==> src/hdl/tcc_pkg.sv <==
package tcc_pkg;

   // register byte addresses on the plain register port
   localparam logic [3:0] ADDR_RUN    = 4'h0;
   localparam logic [3:0] ADDR_MODE   = 4'h1;
   localparam logic [3:0] ADDR_FFCTRL = 4'h2;
   localparam logic [3:0] ADDR_DBCTL  = 4'h3;
   localparam logic [3:0] ADDR_CMPF_L = 4'h4;
   localparam logic [3:0] ADDR_CMPF_H = 4'h5;
   localparam logic [3:0] ADDR_CMPS_L = 4'h6;
   localparam logic [3:0] ADDR_CMPS_H = 4'h7;
   localparam logic [3:0] ADDR_CAPA_L = 4'h8;
   localparam logic [3:0] ADDR_CAPA_H = 4'h9;
   localparam logic [3:0] ADDR_CAPB_L = 4'hA;
   localparam logic [3:0] ADDR_CAPB_H = 4'hB;
   localparam logic [3:0] ADDR_STATUS = 4'hC;
   localparam logic [3:0] ADDR_PORTFN = 4'hD;

   // bit positions of the run, buffer, status and port function bytes
   localparam int unsigned RUN_TMR_BIT = 0;
   localparam int unsigned RUN_PRE_BIT = 7;
   localparam int unsigned DB_EN_BIT   = 0;
   localparam int unsigned OUT_1_BIT   = 0;
   localparam int unsigned OUT_2_BIT   = 1;

   // reset values
   localparam logic [7:0]  RUN_RST    = 8'h00;
   localparam logic [7:0]  MODE_RST   = 8'h00;
   localparam logic [7:0]  FFCTRL_RST = 8'hC3;
   localparam logic [7:0]  DBCTL_RST  = 8'h00;
   localparam logic [7:0]  PORTFN_RST = 8'h00;
   localparam logic [15:0] CMP_RST    = 16'hFFFF;
   localparam logic [15:0] CNT_MAX    = 16'hFFFF;

   // prescaler taps: a tap of n bits ticks once per 2**n clocks
   localparam int unsigned PRE_BITS   = 5;
   localparam int unsigned PRE_T1_TAP = 1;
   localparam int unsigned PRE_T4_TAP = 3;
   localparam int unsigned PRE_T16_TAP = 5;

   // count source select
   typedef enum logic [1:0] {
      CLK_EXT = 2'b00,
      CLK_T1  = 2'b01,
      CLK_T4  = 2'b10,
      CLK_T16 = 2'b11
   } tcc_clksel_e;

   // capture timing select
   typedef enum logic [1:0] {
      CAP_OFF   = 2'b00,
      CAP_PINS  = 2'b01,
      CAP_PULSE = 2'b10,
      CAP_FF    = 2'b11
   } tcc_capsel_e;

   // software command to a timer flip-flop
   typedef enum logic [1:0] {
      FF_INVERT = 2'b00,
      FF_CLEAR  = 2'b01,
      FF_SET    = 2'b10,
      FF_HOLD   = 2'b11
   } tcc_ffcmd_e;

   // timer mode byte
   typedef struct packed {
      logic        trigMatchSecond;
      logic        trigCapA;
      logic        softCaptureReq;
      tcc_capsel_e captureTimingSel;
      logic        clearEn;
      tcc_clksel_e clkSel;
   } tcc_mode_s;

   // flip-flop control byte
   typedef struct packed {
      tcc_ffcmd_e softCtrlSecond;
      logic       trigMatchSecond;
      logic       trigMatchFirst;
      logic       trigCapB;
      logic       trigCapA;
      tcc_ffcmd_e softCtrlFirst;
   } tcc_ffctrl_s;

endpackage : tcc_pkg

==> src/hdl/tcc_prescaler.sv <==
`timescale 1ns/1ps
module tcc_prescaler
   import tcc_pkg::*;
(
   // clock and reset
   input  wire logic clk,
   input  wire logic rst_n,
   // control
   input  wire logic run,
   // divided ticks, one cycle each
   output logic      tickT1,
   output logic      tickT4,
   output logic      tickT16
);

   logic [PRE_BITS-1:0] divReg;   // free divider, held at zero when stopped

   // divider counts only while the prescaler run bit is set
   always_ff @(posedge clk or negedge rst_n) begin
      if (!rst_n) begin
         divReg <= '0;
      end else if (!run) begin
         divReg <= '0;
      end else begin
         divReg <= divReg + 1'b1;
      end
   end

   // a tap fires when all of its low bits are ones
   assign tickT1  = run && (&divReg[PRE_T1_TAP-1:0]);
   assign tickT4  = run && (&divReg[PRE_T4_TAP-1:0]);
   assign tickT16 = run && (&divReg[PRE_T16_TAP-1:0]);

endmodule : tcc_prescaler

==> src/hdl/tcc_edge_detect.sv <==
`timescale 1ns/1ps
module tcc_edge_detect
   import tcc_pkg::*;
#(
   parameter int unsigned WIDTH = 3
) (
   // clock and reset
   input  wire logic             clk,
   input  wire logic             rst_n,
   // sampled levels
   input  wire logic [WIDTH-1:0] level,
   // edge pulses, one cycle each
   output logic      [WIDTH-1:0] rise,
   output logic      [WIDTH-1:0] fall
);

   logic [WIDTH-1:0] prevReg;   // level one clock ago

   // remember last level; inputs are already synchronous
   always_ff @(posedge clk or negedge rst_n) begin
      if (!rst_n) begin
         prevReg <= '0;
      end else begin
         prevReg <= level;
      end
   end

   assign rise = level & ~prevReg;
   assign fall = ~level & prevReg;

endmodule : tcc_edge_detect

==> src/hdl/tcc_timer.sv <==
//Behaviour
//- capture registers hold 16-bit counter snapshots
//- capture registers ignore software writes
//- selector 00 disables pin capture; reset selects it
//- selector 01: input rises load A, B
//- selector 10: first input rise A, fall B
//- edge interrupt on fall only under 10
//- selector 11: 8-bit flip-flop edges load A/B
//- writing 0 to request captures into A
//- each compare equality gives match interrupt
//- second match clears counter unless disabled
//- first flip-flop toggles on four enabled triggers
//- second flip-flop toggles on two enabled triggers
//- soft field: 01 clear, 10 set, 00 invert
//- flip-flops drive pins when routed there
//- event mode counts first input rising edges
//- event input needs no function selection
//- counter overflow raises overflow interrupt
//- buffered first compare loads at second match
//- reset stops all; run 0 clears counter
`timescale 1ns/1ps
module tcc_timer
   import tcc_pkg::*;
(
   // clock and reset
   input  wire logic       clk,
   input  wire logic       rst_n,
   // register port
   input  wire logic [3:0] busAddr,
   input  wire logic [7:0] busWdata,
   input  wire logic       busWrite,
   input  wire logic       busRead,
   output logic      [7:0] busRdata,
   // trigger inputs
   input  wire logic       timerInputFirst,
   input  wire logic       timerInputSecond,
   input  wire logic       eightBitTimerFlipflop,
   // timer output pins
   output logic            timerOutputFirst,
   output logic            timerOutputFirstEn,
   output logic            timerOutputSecond,
   output logic            timerOutputSecondEn,
   // interrupt request pulses
   output logic            matchIrqFirst,
   output logic            matchIrqSecond,
   output logic            overflowIrq,
   output logic            edgeInputIrq
);

   ////////////////////////////////////////////////////////////////////////
   // declarations
   logic [7:0]  runControlReg;      // timer and prescaler run bits
   tcc_mode_s   timerModeReg;       // mode, capture select, ff2 triggers
   tcc_ffctrl_s flipflopCtrlReg;    // ff1 triggers; soft fields unused
   logic [7:0]  dbCtrlReg;          // double buffer enable
   logic [7:0]  portFunctionReg;    // routes flip-flops to pins
   logic [15:0] upCounter;          // the counter itself
   logic [15:0] compareRegFirst;    // active first compare value
   logic [15:0] compareBufFirst;    // buffer behind first compare
   logic [15:0] compareRegSecond;   // second compare value
   logic [7:0]  cmpLowTemp;         // low byte waiting for its high byte
   logic [15:0] captureRegA;        // snapshot A
   logic [15:0] captureRegB;        // snapshot B
   logic [7:0]  capShadowA;         // high byte frozen at low byte read
   logic [7:0]  capShadowB;
   logic [7:0]  readMux;            // combinational read value
   logic [2:0]  edgeRise;           // pin edges: first, second, 8-bit ff
   logic [2:0]  edgeFall;
   logic        tickT1;
   logic        tickT4;
   logic        tickT16;
   logic        srcTick;            // selected count source
   logic        countTick;          // a count step happens this cycle
   logic        atClear;            // next step returns to zero
   logic [15:0] cntNext;            // value after this step
   logic        matchFirstHit;      // step lands on first compare
   logic        matchSecondHit;     // step lands on second compare
   logic        softCap;            // software capture request
   logic        capAEv;
   logic        capBEv;
   logic        ffWrite;
   tcc_ffctrl_s ffCmd;              // write data seen as ff control
   logic        trigFirst;
   logic        trigSecond;
   logic        runTmr;
   logic        runPre;
   logic        dbEn;
   tcc_capsel_e capSel;

   // true when a write strobe targets the given address
   function automatic logic wrAt(input logic [3:0] a,
                                 input logic       we,
                                 input logic [3:0] addr);
      return we && (addr == a);
   endfunction : wrAt

   ////////////////////////////////////////////////////////////////////////
   // helpers
   tcc_prescaler u_prescaler (
      .clk     (clk),
      .rst_n   (rst_n),
      .run     (runPre),
      .tickT1  (tickT1),
      .tickT4  (tickT4),
      .tickT16 (tickT16)
   );

   tcc_edge_detect #(.WIDTH(3)) u_edges (
      .clk   (clk),
      .rst_n (rst_n),
      .level ({eightBitTimerFlipflop, timerInputSecond, timerInputFirst}),
      .rise  (edgeRise),
      .fall  (edgeFall)
   );

   assign runTmr = runControlReg[RUN_TMR_BIT];
   assign runPre = runControlReg[RUN_PRE_BIT];
   assign dbEn   = dbCtrlReg[DB_EN_BIT];
   assign capSel = timerModeReg.captureTimingSel;

   ////////////////////////////////////////////////////////////////////////
   // control registers; reset leaves the timer stopped, capture off
   always_ff @(posedge clk or negedge rst_n) begin
      if (!rst_n) begin
         runControlReg   <= RUN_RST;
         timerModeReg    <= tcc_mode_s'(MODE_RST);
         flipflopCtrlReg <= tcc_ffctrl_s'(FFCTRL_RST);
         dbCtrlReg       <= DBCTL_RST;
         portFunctionReg <= PORTFN_RST;
      end else begin
         if (wrAt(ADDR_RUN, busWrite, busAddr)) begin
            runControlReg <= busWdata;
         end
         if (wrAt(ADDR_MODE, busWrite, busAddr)) begin
            timerModeReg <= tcc_mode_s'(busWdata);
         end
         if (ffWrite) begin
            flipflopCtrlReg <= ffCmd;
         end
         if (wrAt(ADDR_DBCTL, busWrite, busAddr)) begin
            dbCtrlReg <= busWdata;
         end
         if (wrAt(ADDR_PORTFN, busWrite, busAddr)) begin
            portFunctionReg <= busWdata;
         end
      end
   end

   ////////////////////////////////////////////////////////////////////////
   // counting; external source is the first input, no pin select needed
   always_comb begin
      unique case (timerModeReg.clkSel)
         CLK_EXT: srcTick = edgeRise[0];
         CLK_T1:  srcTick = tickT1;
         CLK_T4:  srcTick = tickT4;
         CLK_T16: srcTick = tickT16;
      endcase
   end

   // the prescaler gates external edges too, so stopping it freezes all
   assign countTick = runTmr && runPre && srcTick;
   assign atClear   = timerModeReg.clearEn &&
                      (upCounter == compareRegSecond);
   assign cntNext   = atClear ? 16'h0000 : upCounter + 16'h0001;
   assign matchFirstHit  = countTick && (cntNext == compareRegFirst);
   assign matchSecondHit = countTick && (cntNext == compareRegSecond);

   // counter sits on the match value until the next step clears it
   always_ff @(posedge clk or negedge rst_n) begin
      if (!rst_n) begin
         upCounter <= 16'h0000;
      end else if (!runTmr) begin
         upCounter <= 16'h0000;
      end else if (countTick) begin
         upCounter <= cntNext;
      end
   end

   // interrupt pulses, registered so they are glitch free
   always_ff @(posedge clk or negedge rst_n) begin
      if (!rst_n) begin
         matchIrqFirst  <= 1'b0;
         matchIrqSecond <= 1'b0;
         overflowIrq    <= 1'b0;
         edgeInputIrq   <= 1'b0;
      end else begin
         matchIrqFirst  <= matchFirstHit;
         matchIrqSecond <= matchSecondHit;
         overflowIrq    <= countTick && !atClear &&
                           (upCounter == CNT_MAX);
         edgeInputIrq   <= (capSel == CAP_PULSE) ? edgeFall[0]
                                                 : edgeRise[0];
      end
   end

   ////////////////////////////////////////////////////////////////////////
   // compare registers; writes commit on the high byte
   always_ff @(posedge clk or negedge rst_n) begin
      if (!rst_n) begin
         cmpLowTemp       <= 8'h00;
         compareRegFirst  <= CMP_RST;
         compareBufFirst  <= CMP_RST;
         compareRegSecond <= CMP_RST;
      end else begin
         if (wrAt(ADDR_CMPF_L, busWrite, busAddr) ||
             wrAt(ADDR_CMPS_L, busWrite, busAddr)) begin
            cmpLowTemp <= busWdata;
         end
         if (wrAt(ADDR_CMPF_H, busWrite, busAddr)) begin
            compareBufFirst <= {busWdata, cmpLowTemp};
         end
         // buffer off: write goes straight through; on: loads at match
         if (!dbEn && wrAt(ADDR_CMPF_H, busWrite, busAddr)) begin
            compareRegFirst <= {busWdata, cmpLowTemp};
         end else if (dbEn && matchSecondHit) begin
            compareRegFirst <= compareBufFirst;
         end
         if (wrAt(ADDR_CMPS_H, busWrite, busAddr)) begin
            compareRegSecond <= {busWdata, cmpLowTemp};
         end
      end
   end

   ////////////////////////////////////////////////////////////////////////
   // capture events
   assign softCap = wrAt(ADDR_MODE, busWrite, busAddr) &&
                    !busWdata[5];
   assign capAEv  = softCap ||
                    ((capSel == CAP_PINS) && edgeRise[0]) ||
                    ((capSel == CAP_PULSE) && edgeRise[0]) ||
                    ((capSel == CAP_FF) && edgeRise[2]);
   assign capBEv  = ((capSel == CAP_PINS) && edgeRise[1]) ||
                    ((capSel == CAP_PULSE) && edgeFall[0]) ||
                    ((capSel == CAP_FF) && edgeFall[2]);

   // snapshots; no bus path writes these, so writes are dropped
   always_ff @(posedge clk or negedge rst_n) begin
      if (!rst_n) begin
         captureRegA <= 16'h0000;
         captureRegB <= 16'h0000;
      end else begin
         if (capAEv) begin
            captureRegA <= upCounter;
         end
         if (capBEv) begin
            captureRegB <= upCounter;
         end
      end
   end

   // freeze the high byte when the low byte is read
   always_ff @(posedge clk or negedge rst_n) begin
      if (!rst_n) begin
         capShadowA <= 8'h00;
         capShadowB <= 8'h00;
      end else begin
         if (busRead && (busAddr == ADDR_CAPA_L)) begin
            capShadowA <= captureRegA[15:8];
         end
         if (busRead && (busAddr == ADDR_CAPB_L)) begin
            capShadowB <= captureRegB[15:8];
         end
      end
   end

   ////////////////////////////////////////////////////////////////////////
   // timer flip-flops; a software command beats a trigger
   assign ffWrite    = wrAt(ADDR_FFCTRL, busWrite, busAddr);
   assign ffCmd      = tcc_ffctrl_s'(busWdata);
   assign trigFirst  = (flipflopCtrlReg.trigCapA && capAEv) ||
                       (flipflopCtrlReg.trigCapB && capBEv) ||
                       (flipflopCtrlReg.trigMatchFirst && matchFirstHit) ||
                       (flipflopCtrlReg.trigMatchSecond && matchSecondHit);
   assign trigSecond = (timerModeReg.trigCapA && capAEv) ||
                       (timerModeReg.trigMatchSecond && matchSecondHit);

   always_ff @(posedge clk or negedge rst_n) begin
      if (!rst_n) begin
         timerOutputFirst <= 1'b0;
      end else if (ffWrite && (ffCmd.softCtrlFirst != FF_HOLD)) begin
         unique case (ffCmd.softCtrlFirst)
            FF_CLEAR:  timerOutputFirst <= 1'b0;
            FF_SET:    timerOutputFirst <= 1'b1;
            FF_INVERT: timerOutputFirst <= !timerOutputFirst;
            FF_HOLD:   timerOutputFirst <= timerOutputFirst;
         endcase
      end else if (trigFirst) begin
         timerOutputFirst <= !timerOutputFirst;
      end
   end

   always_ff @(posedge clk or negedge rst_n) begin
      if (!rst_n) begin
         timerOutputSecond <= 1'b0;
      end else if (ffWrite && (ffCmd.softCtrlSecond != FF_HOLD)) begin
         unique case (ffCmd.softCtrlSecond)
            FF_CLEAR:  timerOutputSecond <= 1'b0;
            FF_SET:    timerOutputSecond <= 1'b1;
            FF_INVERT: timerOutputSecond <= !timerOutputSecond;
            FF_HOLD:   timerOutputSecond <= timerOutputSecond;
         endcase
      end else if (trigSecond) begin
         timerOutputSecond <= !timerOutputSecond;
      end
   end

   // pin drive follows the port function bits
   assign timerOutputFirstEn  = portFunctionReg[OUT_1_BIT];
   assign timerOutputSecondEn = portFunctionReg[OUT_2_BIT];

   ////////////////////////////////////////////////////////////////////////
   // read path; compare registers are write only and read zero
   always_comb begin
      readMux = 8'h00;
      unique case (busAddr)
         ADDR_RUN:    readMux = runControlReg;
         ADDR_MODE:   readMux = timerModeReg | 8'h20;
         ADDR_FFCTRL: readMux = flipflopCtrlReg | 8'hC3;
         ADDR_DBCTL:  readMux = dbCtrlReg;
         ADDR_CAPA_L: readMux = captureRegA[7:0];
         ADDR_CAPA_H: readMux = capShadowA;
         ADDR_CAPB_L: readMux = captureRegB[7:0];
         ADDR_CAPB_H: readMux = capShadowB;
         ADDR_STATUS: readMux = {6'h00, timerOutputSecond, timerOutputFirst};
         ADDR_PORTFN: readMux = portFunctionReg;
         default:     readMux = 8'h00;
      endcase
   end

   always_ff @(posedge clk or negedge rst_n) begin
      if (!rst_n) begin
         busRdata <= 8'h00;
      end else begin
         busRdata <= busRead ? readMux : 8'h00;
      end
   end

   logic [7:0] capAHigh;
   assign capAHigh = captureRegA[15:8];
endmodule : tcc_timer

==> config.mk <==
export PLATFORM = sky130hd
export DESIGN_NAME = tcc_timer
export DESIGN_NICKNAME = d
export VERILOG_FILES = /design/src/hdl/tcc_pkg.sv /design/src/hdl/tcc_prescaler.sv /design/src/hdl/tcc_edge_detect.sv /design/src/hdl/tcc_timer.sv
export SDC_FILE = /design/constraint.sdc
export NUM_CORES = 1
export LEC_CHECK = 0
export ABC_CLOCK_PERIOD_IN_PS = 8300
export BUFFER_PORTS_ARGS = -buffer_cell sky130_fd_sc_hd__buf_2
export CAP_MARGIN = 10
export CORE_ASPECT_RATIO = 0.75
export CORE_MARGIN = 8
export CORE_UTILIZATION = 25
export DETAILED_ROUTE_END_ITERATION = 8
export PLACE_DENSITY_LB_ADDON = 0.08
export SYNTH_ARGS = -nofsm -noshare
export SYNTH_HDL_FRONTEND = slang
export SYNTH_HIERARCHICAL = 1
export SYNTH_SLANG_ARGS = --single-unit
==> constraint.sdc <==
create_clock -name clk -period 8.3 [get_ports clk]
set_input_delay 2.49 -clock clk [delete_from_list [all_inputs] [get_ports clk]]
set_output_delay 2.49 -clock clk [all_outputs]
set_load 0.03 [all_outputs]
After elaboration in Yosys (flattened, before gate mapping). Index checks and enable logic that the tools add are counted.

Bits in registers: 177. Input bits: 19.

Add/sub/neg operators: 2. Eq/ne operators: 34. Muxes and demuxes: 16. Bitwise gates (word level): 4. Reductions and logical operators: 64.

Operators with widths (count): two-way mux 16 bit (5); one-hot mux 8 bit (10 select lines) (1); equality test 16 bit (3); logical AND 1 bit (38); equality test 4 bit, second input constant (6); adder 16 x 1 -> 16 bit, second input constant (1); equality test 16 bit, second input constant (1); equality test 2 bit, second input constant (8); equality test 4 x 3 -> 1 bit, second input constant (4); logical OR 1 bit (10); equality test 2 x 1 -> 1 bit, second input constant (4); equality test 4 x 2 -> 1 bit, second input constant (2); two-way mux 8 bit (1); inequality test 2 bit, second input constant (4); AND 3 bit (2); zero test 2 bit (3); inverter 3 bit (2); one-hot mux 1 bit (3 select lines) (2); nonzero test 2 bit (3); adder 5 x 1 -> 5 bit, second input constant (1); zero test 1 bit (5); two-way mux 1 bit (5); two-way mux 5 bit (1); AND reduction 5 bit (1); other kinds (6) (7).

Depth between registers and ports, before layout. Gate-level depths: netlist of run 1.

Depth after elaboration: 12. Mapped depth: 14. Mapped depth without buffers: 13.

By module. Netlist of run 1, hierarchy kept.

By module, submodules not included: tcc_timer (times used 1, cells each 811, area an instance 8767.2 um2); tcc_prescaler (times used 1, cells each 20, area an instance 239.0 um2); tcc_edge_detect (times used 1, cells each 9, area an instance 127.6 um2).

Least setup slack after synthesis of run 1. No wires, ideal clock.

Path kind: in2reg. Start point: input timerInputFirst. End point: register compareRegFirst[11]. Arrival: 4.537 ns. Setup slack: 3.674 ns. Cell stages on the path: 11. Cells stage by stage: and2b_2 -> mux4_2 -> nand3_1 -> a211o_1 -> a221o_1 -> nor2_1 -> nand4_1 -> nor3_4 -> buf_6 -> mux2i_1 -> o21ai_1.

Longest elaborated chain between the ends: 6.

RTL lines: start: declaration (line tcc_timer.sv:35) `input wire logic timerInputFirst,`; AND 3 bit (line tcc_edge_detect.sv:28) `assign rise = level & ~prevReg;`; one-hot mux 1 bit (4 select lines) (line tcc_timer.sv:152) `unique case (timerModeReg.clkSel)`; logical AND 1 bit (line tcc_timer.sv:161) `assign countTick = runTmr && runPre && srcTick;`; logical AND 1 bit (line tcc_timer.sv:166) `assign matchSecondHit = countTick && (cntNext == compareRegSecond);`; logical AND 1 bit (line tcc_timer.sv:215) `end else if (dbEn && matchSecondHit) begin`; nonzero test 2 bit (no source line); end signal: assignment (line tcc_timer.sv:214) `compareRegFirst <= {busWdata, cmpLowTemp};`; end signal: assignment (line tcc_timer.sv:216) `compareRegFirst <= compareBufFirst;`; end: declaration (line tcc_timer.sv:58) `logic [15:0] compareRegFirst;`.

No other way between the ends. A chain may end at the register's enable or synchronous reset.

Worst setup path after layout of run 1.
Start point: input busAddr[0]. End point: register compareRegFirst[8].

Longest elaborated chain between the ends: 4. Elaborated cells on any way between the ends: 5.

RTL lines: start: declaration (line tcc_timer.sv:29) `input wire logic [3:0] busAddr,`; equality test 4 x 3 -> 1 bit (*) (line tcc_timer.sv:94) `return we && (addr == a);`; logical AND 1 bit (*) (line tcc_timer.sv:94); logical AND 1 bit (*) (line tcc_timer.sv:213) `if (!dbEn && wrAt(ADDR_CMPF_H, busWrite, busAddr)) begin`; two-way mux 16 bit or nonzero test 2 bit (tied branches).

Every way passes the cells marked *; elsewhere a longest branch is shown, timed or not.

==> metrics.csv, run 1 <==
metric,value,unit
outcome,"finished, final reports clean",
Die W,237,um
CTS Root Cell,clkbuf_16,
top achievable clock speed,189,MHz
DRC Markers,0,
Final Max Slew Viols,0,
area grow syn2layout,13.2,%
Starting Density,25.4,%
DRT Wirelength,30100,um
CTS tree,done,
RSZ-0062 raised after global routing,false,
Placed Instances,1289,
R2R Setup Slk,4040,ps
RR Startpoint,upCounter[4],
vias in the first global route,6691,
crit path DAT,5690,ps
Required @ worst endpoint,8700,ps
DRT Pass-1 Iters,4,
Die Span Y,181,um
setup TNS,0,ps
num ports,35,
via count,6594,
core area,0.0359,mm2
Min-Delay Endpoint,runControlReg[5],
WL/cell,22.8,um
Slew HR,30.4,%
first-pass GRT wire length,46000,um
H-tree Lvls,4,
Synth Warn #,6,
Peak VDD IR,0.112,mV
vias per std cell,4.99,
worst r2r dst,compareRegFirst[8],
final setup vio count,0,
"antenna viol nets, final",0,
cells after synthesis,839,
Synthesized Nets,862,
initial antenna violation count,0,
Startpoint Class,primary input,
slew of the pin with the lowest slew margin,1040,ps
total track usage,14.3,%
layout cell share with drive strength beyond 1,31.0,%
Worst-path clk slew,80,ps
final hold vios,0,
max-cap violation count,0,
Pleak,4.27,nW
register area,0.00449,mm2
fin cells,1321,
Max Root-Sink Buffers,2,
Setup Crit Path Kind,primary input to register,
Post-CTS Resized,0,
Worst Setup End Kind,register,
input/output buffers,34,
# hold bufs at CTS,0,
Antenna Diode Count,0,
Multi-input gate area,0.00432,mm2
Post-Syn Area,0.00913,mm2
Avg Synthesized Cell Area,10.9,um2
"Min Clock Period, post-route",5290,ps
Routability Congestion,0.820,
worst hold start,runControlReg[5],
Core Rows,60,
die area,0.0429,mm2
Congestion Overflow GR,0,
fin crit share,63.7,%
worst hold path type,register to register,
clock latency on the worst-skew pair,450,ps
Worst Skew,11.5,ps
largest net degree at the start of global routing,71,
worst-path fanout max,33,
cts bufs inserted,17,
worst hold stages,2,
Fill cells,3743,
HPWL Detailed,21700,um
Post-CTS Setup Bufs,0,
1st-iter DRT viols,490,
cells on worst reg2reg path,9,
nets@finish,866,
power density over cell area,241,mW/mm2
total clock sinks,177,
[layer usage]
layer	part of all wire, %	track usage, %	vias to the layer above
met5	0	0	-
met4	1.2	3.82	0
met3	3.5	2.57	22
met2	39	19.0	132
met1	56	22.9	3384
li1	-	-	3056
[how the worst max path moves through the flow]
stage	startpoint	endpoint	slack [ps]	cells past startpoint
after floorplan	timerInputFirst	compareRegFirst[11]	3670	11
after global placement	busAddr[0]	compareRegFirst[4]	2640	6
after detailed placement	busAddr[0]	compareRegFirst[10]	2490	6
after CTS	busAddr[0]	compareRegFirst[10]	2980	6
after global routing	busAddr[0]	compareRegFirst[4]	2760	6
final	busAddr[0]	compareRegFirst[8]	3010	6
[layout make-up]
type | instances | area share [%]
Tap cell | 465 | 5.63
Inverter | 22 | 0.799
Clock inverter | 13 | 1.32
Multi-Input combinational cell | 582 | 41.8
Timing Repair Buffer | 43 | 2.39
Clock buffer | 19 | 4.60
Sequential cell | 177 | 43.5
[worst max-delay path, stage by stage]
cell and delay [ps]:
buf_2 560, nor2b_1 390, and3_1 820, and2_1 850, or2_2 330, o221a_2 210
[cell usage in the layout (no fill, tap or decap), types with 4 or more instances in the layout]
| master | n |
|---|---|
| or3_1 | 4 |
| a32oi_1 | 4 |
| nand4_1 | 9 |
| a22o_1 | 4 |
| o21ai_1 | 7 |
| and2_1 | 12 |
| nor4_1 | 12 |
| mux2_2 | 115 |
| inv_6 | 6 |
| a22oi_1 | 10 |
| nand2b_1 | 14 |
| o221a_2 | 6 |
| a221oi_1 | 5 |
| o22ai_1 | 4 |
| buf_2 | 33 |
| o31ai_1 | 5 |
| dfstp_2 | 48 |
| a21oi_1 | 18 |
| ha_1 | 4 |
| inv_1 | 22 |
| buf_4 | 9 |
| o21ai_0 | 58 |
| xnor2_1 | 21 |
| and2b_2 | 5 |
| dfrtp_1 | 129 |
| nand3_1 | 18 |
| clkbuf_16 | 19 |
| nor2b_1 | 8 |
| and3_1 | 9 |
| nand2_1 | 65 |
| nor3_1 | 15 |
| mux2i_1 | 21 |
| xor2_1 | 15 |
| nor2_1 | 43 |
[stage by stage]
stage          hold slack [ps]  power [mW]  area (um2)  utilization, %  setup WS, ps
2_1_floorplan              444        1.45        9130               -          3670
5_1_grt                    521        2.63       10300            28.8          2760
6_report                   485        2.49       10300            28.8          3010
3_3_place_gp               469        1.66        9720            27.1          2640
3_5_place_dp               477        1.66        9720            27.1          2490
4_1_cts                    495        2.52       10300            28.8          2980
[where the power goes]
group | switching, mW | internal [mW] | total [mW] | leakage [nW]
Combinational | 0.225 | 0.196 | 0.420 | 1.75
Sequential | 0.182 | 1.04 | 1.22 | 2.21
Clock | 0.389 | 0.461 | 0.849 | 0.306
[registers in the layout, indices dropped and copies added, names as in the netlist, 16 cells and up]
register	count
captureRegA	16
captureRegB	16
compareBufFirst	16
compareRegFirst	16
compareRegSecond	16
upCounter	16
Note: power is estimated with default switching activity, not from simulation.
==> inputs of run 2 (changes only) <==
- ABC_CLOCK_PERIOD_IN_PS: 8300 -> 5100
- clock period: 8.3 -> 5.1 ns (I/O delays scaled with it)
==> run 2 against run 1 <==
  * Sequential share of layout area decreased by 0.33 points
  * Utilization grew 0.22 points
  * Highest routed layer is now met5
  * Hold slack improved by 6.5 ps
==> metrics.csv, run 2 (same netlist as run 1, synthesis figures left out) <==
metric,value,unit,change
Post-CTS Setup Bufs,0,,unchanged
Die Span Y,181,um,unchanged
Pint,2.70,mW,+59%
input/output buffers,34,,unchanged
Worst path slowest cell,nor3_4,,
fin crit share,78.9,%,
sw frac,32.3,%,+0.32 points
DRT Pass-1 Iters,4,,unchanged
Critical Path Source,timerInputFirst,,
vias per std cell,4.98,,-0.24%
Slew HR,38.1,%,+7.8 points
via count,6648,,+0.82%
Core Rows,60,,unchanged
vias in the first global route,6783,,+1.4%
total track usage,14.7,%,+0.39 points
final setup vio count,0,,unchanged
largest net degree at the start of global routing,91,,+28%
Startpoint Class,primary input,,
setup TNS,0,ps,unchanged
Routability Congestion,0.856,,+4.4%
HPWL Detailed,22200,um,+2.4%
Required @ worst endpoint,5470,ps,-3230 ps
nets@finish,880,,+1.6%
outcome,"finished, final reports clean",,
slew of the pin with the lowest slew margin,920,ps,-121 ps
DRC Markers,0,,unchanged
top achievable clock speed,248,MHz,
worst hold path type,register to register,,
area grow syn2layout,14.1,%,
RSZ-0062 raised after global routing,false,,
Worst-path clk slew,70,ps,about the same
Worst Setup End Kind,register,,
power density over cell area,383,mW/mm2,+59%
Pleak,4.32,nW,+1.2%
first-pass GRT wire length,47500,um,+3.1%
crit path buf inv count,2,,+1
max incr delay on CP,560,ps,-290 ps
"Min Clock Period, post-route",4030,ps,
Worst Skew,23.0,ps,+11.5 ps
Tot Pwr,3.98,mW,+60%
worst hold start,captureRegA[4],,
# hold bufs at CTS,0,,unchanged
Post-CTS Resized,0,,unchanged
CTS Root Cell,clkbuf_16,,
clock latency on the worst-skew pair,460,ps,about the same
"antenna viol nets, final",0,,unchanged
Antenna Diode Count,0,,unchanged
Clk network pwr share,32.8,%,-1.3 points
combinational share of power,17.5,%,+0.6 points
"most common cell after layout, fill and taps aside",dfrtp_1,,
Starting Density,25.4,%,unchanged
Final Max Slew Viols,0,,unchanged
initial antenna violation count,1,,+1
Setup Crit Path Kind,primary input to register,,
total clock sinks,177,,unchanged
max-cap violation count,0,,unchanged
RR Startpoint,upCounter[1],,
num ports,35,,unchanged
final hold vios,0,,unchanged
CTS tree,done,,
WL/cell,23.1,um,+1.4%
register share of total power,49.7,%,+0.7 points
H-tree Lvls,4,,unchanged
core area,0.0359,mm2,unchanged
Peak VDD IR,0.159,mV,+42%
worst-path fanout max,10,,-70%
layout cell share with drive strength beyond 1,31.8,%,+0.88 points
1st-iter DRT viols,443,,-9.6%
die area,0.0429,mm2,unchanged
crit path DAT,4400,ps,-1290 ps
"critical path, cell by cell",buf_2 -> and2b_2 -> mux4_2 -> nand3_1 -> a211o_1 -> a221o_1 -> nor2_1 -> nand4_1 -> nor3_4 -> buf_4 -> mux2i_1 -> o21ai_0,,
Die W,237,um,unchanged
sw power,1.29,mW,+62%
Max Root-Sink Buffers,2,,unchanged
cts bufs inserted,17,,unchanged
Crit path max-delay family,simple AND/OR/NAND/NOR gates,,
DRT Wirelength,30800,um,+2.5%
most frequent cells in the layout,"dfrtp_1, mux2_2, nand2_1",,
Congestion Overflow GR,0,,unchanged
## run 2: through the flow
stage	cells	cell area, um2	worst slack, ps	hold WS, ps	util (%)
2_1_floorplan	839	9130	1430	444	-
3_3_place_gp	1303	9850	650	471	27.4
3_5_place_dp	1303	9850	536	475	27.4
4_1_cts	1335	10400	1030	494	29.0
5_1_grt	1335	10400	787	527	29.0
6_report	1335	10400	1070	492	29.0
## run 2: final cells by class
| class | instances | area [um2] |
|---|---|---|
| clock buffers | 19 | 433 |
| clock inverters | 13 | 129 |
| fillers | 3781 | 25500 |
| flip-flops and latches | 177 | 4490 |
| inverters | 22 | 82.6 |
| multi-input cells | 582 | 4320 |
| repair buffers | 57 | 377 |
| well taps | 465 | 582 |
## run 2: power groups by stage
stage                     clock [mW]  sequential, mW  combinational (mW)
after floorplan                    0            1.87               0.481
after global placement             0            2.00               0.705
after detailed placement           0            2.00               0.701
after CTS                       1.35            1.97               0.706
after global routing            1.41            2.01               0.771
final                           1.31            1.98               0.698
## run 2: worst reg2reg max path, cell delays in order (launching register included)
cell and delay [ps]:
dfrtp_1 560, ha_1 460, nand3_1 320, nor4_1 460, xnor2_1 310, a22o_1 320
nor2_1 90, nand4_1 230, nor3_4 560, buf_4 270, mux2i_1 180, o21ai_0 100
## run 2: final timing paths
path	end	slack (ps)	cells after the start
worst min-delay path	captureRegA[4]	490	2
worst max-delay path	compareRegFirst[0]	1070	12
worst min register to register	captureRegA[4]	490	2
min in group asynchronous	matchIrqFirst	1150	1
max in group asynchronous	compareBufFirst[13]	3150	2
worst max register to register	compareRegFirst[0]	1180	11
## run 2: per-layer routing
layer  global-route usage (%)  up-vias  share of wire (%)
met4                     3.21        2               0.81
met5                        0        -              0.042
li1                         -     3086                  -
met2                     19.6      116                 39
met3                     2.77       18                3.4
met1                     23.7     3426                 56
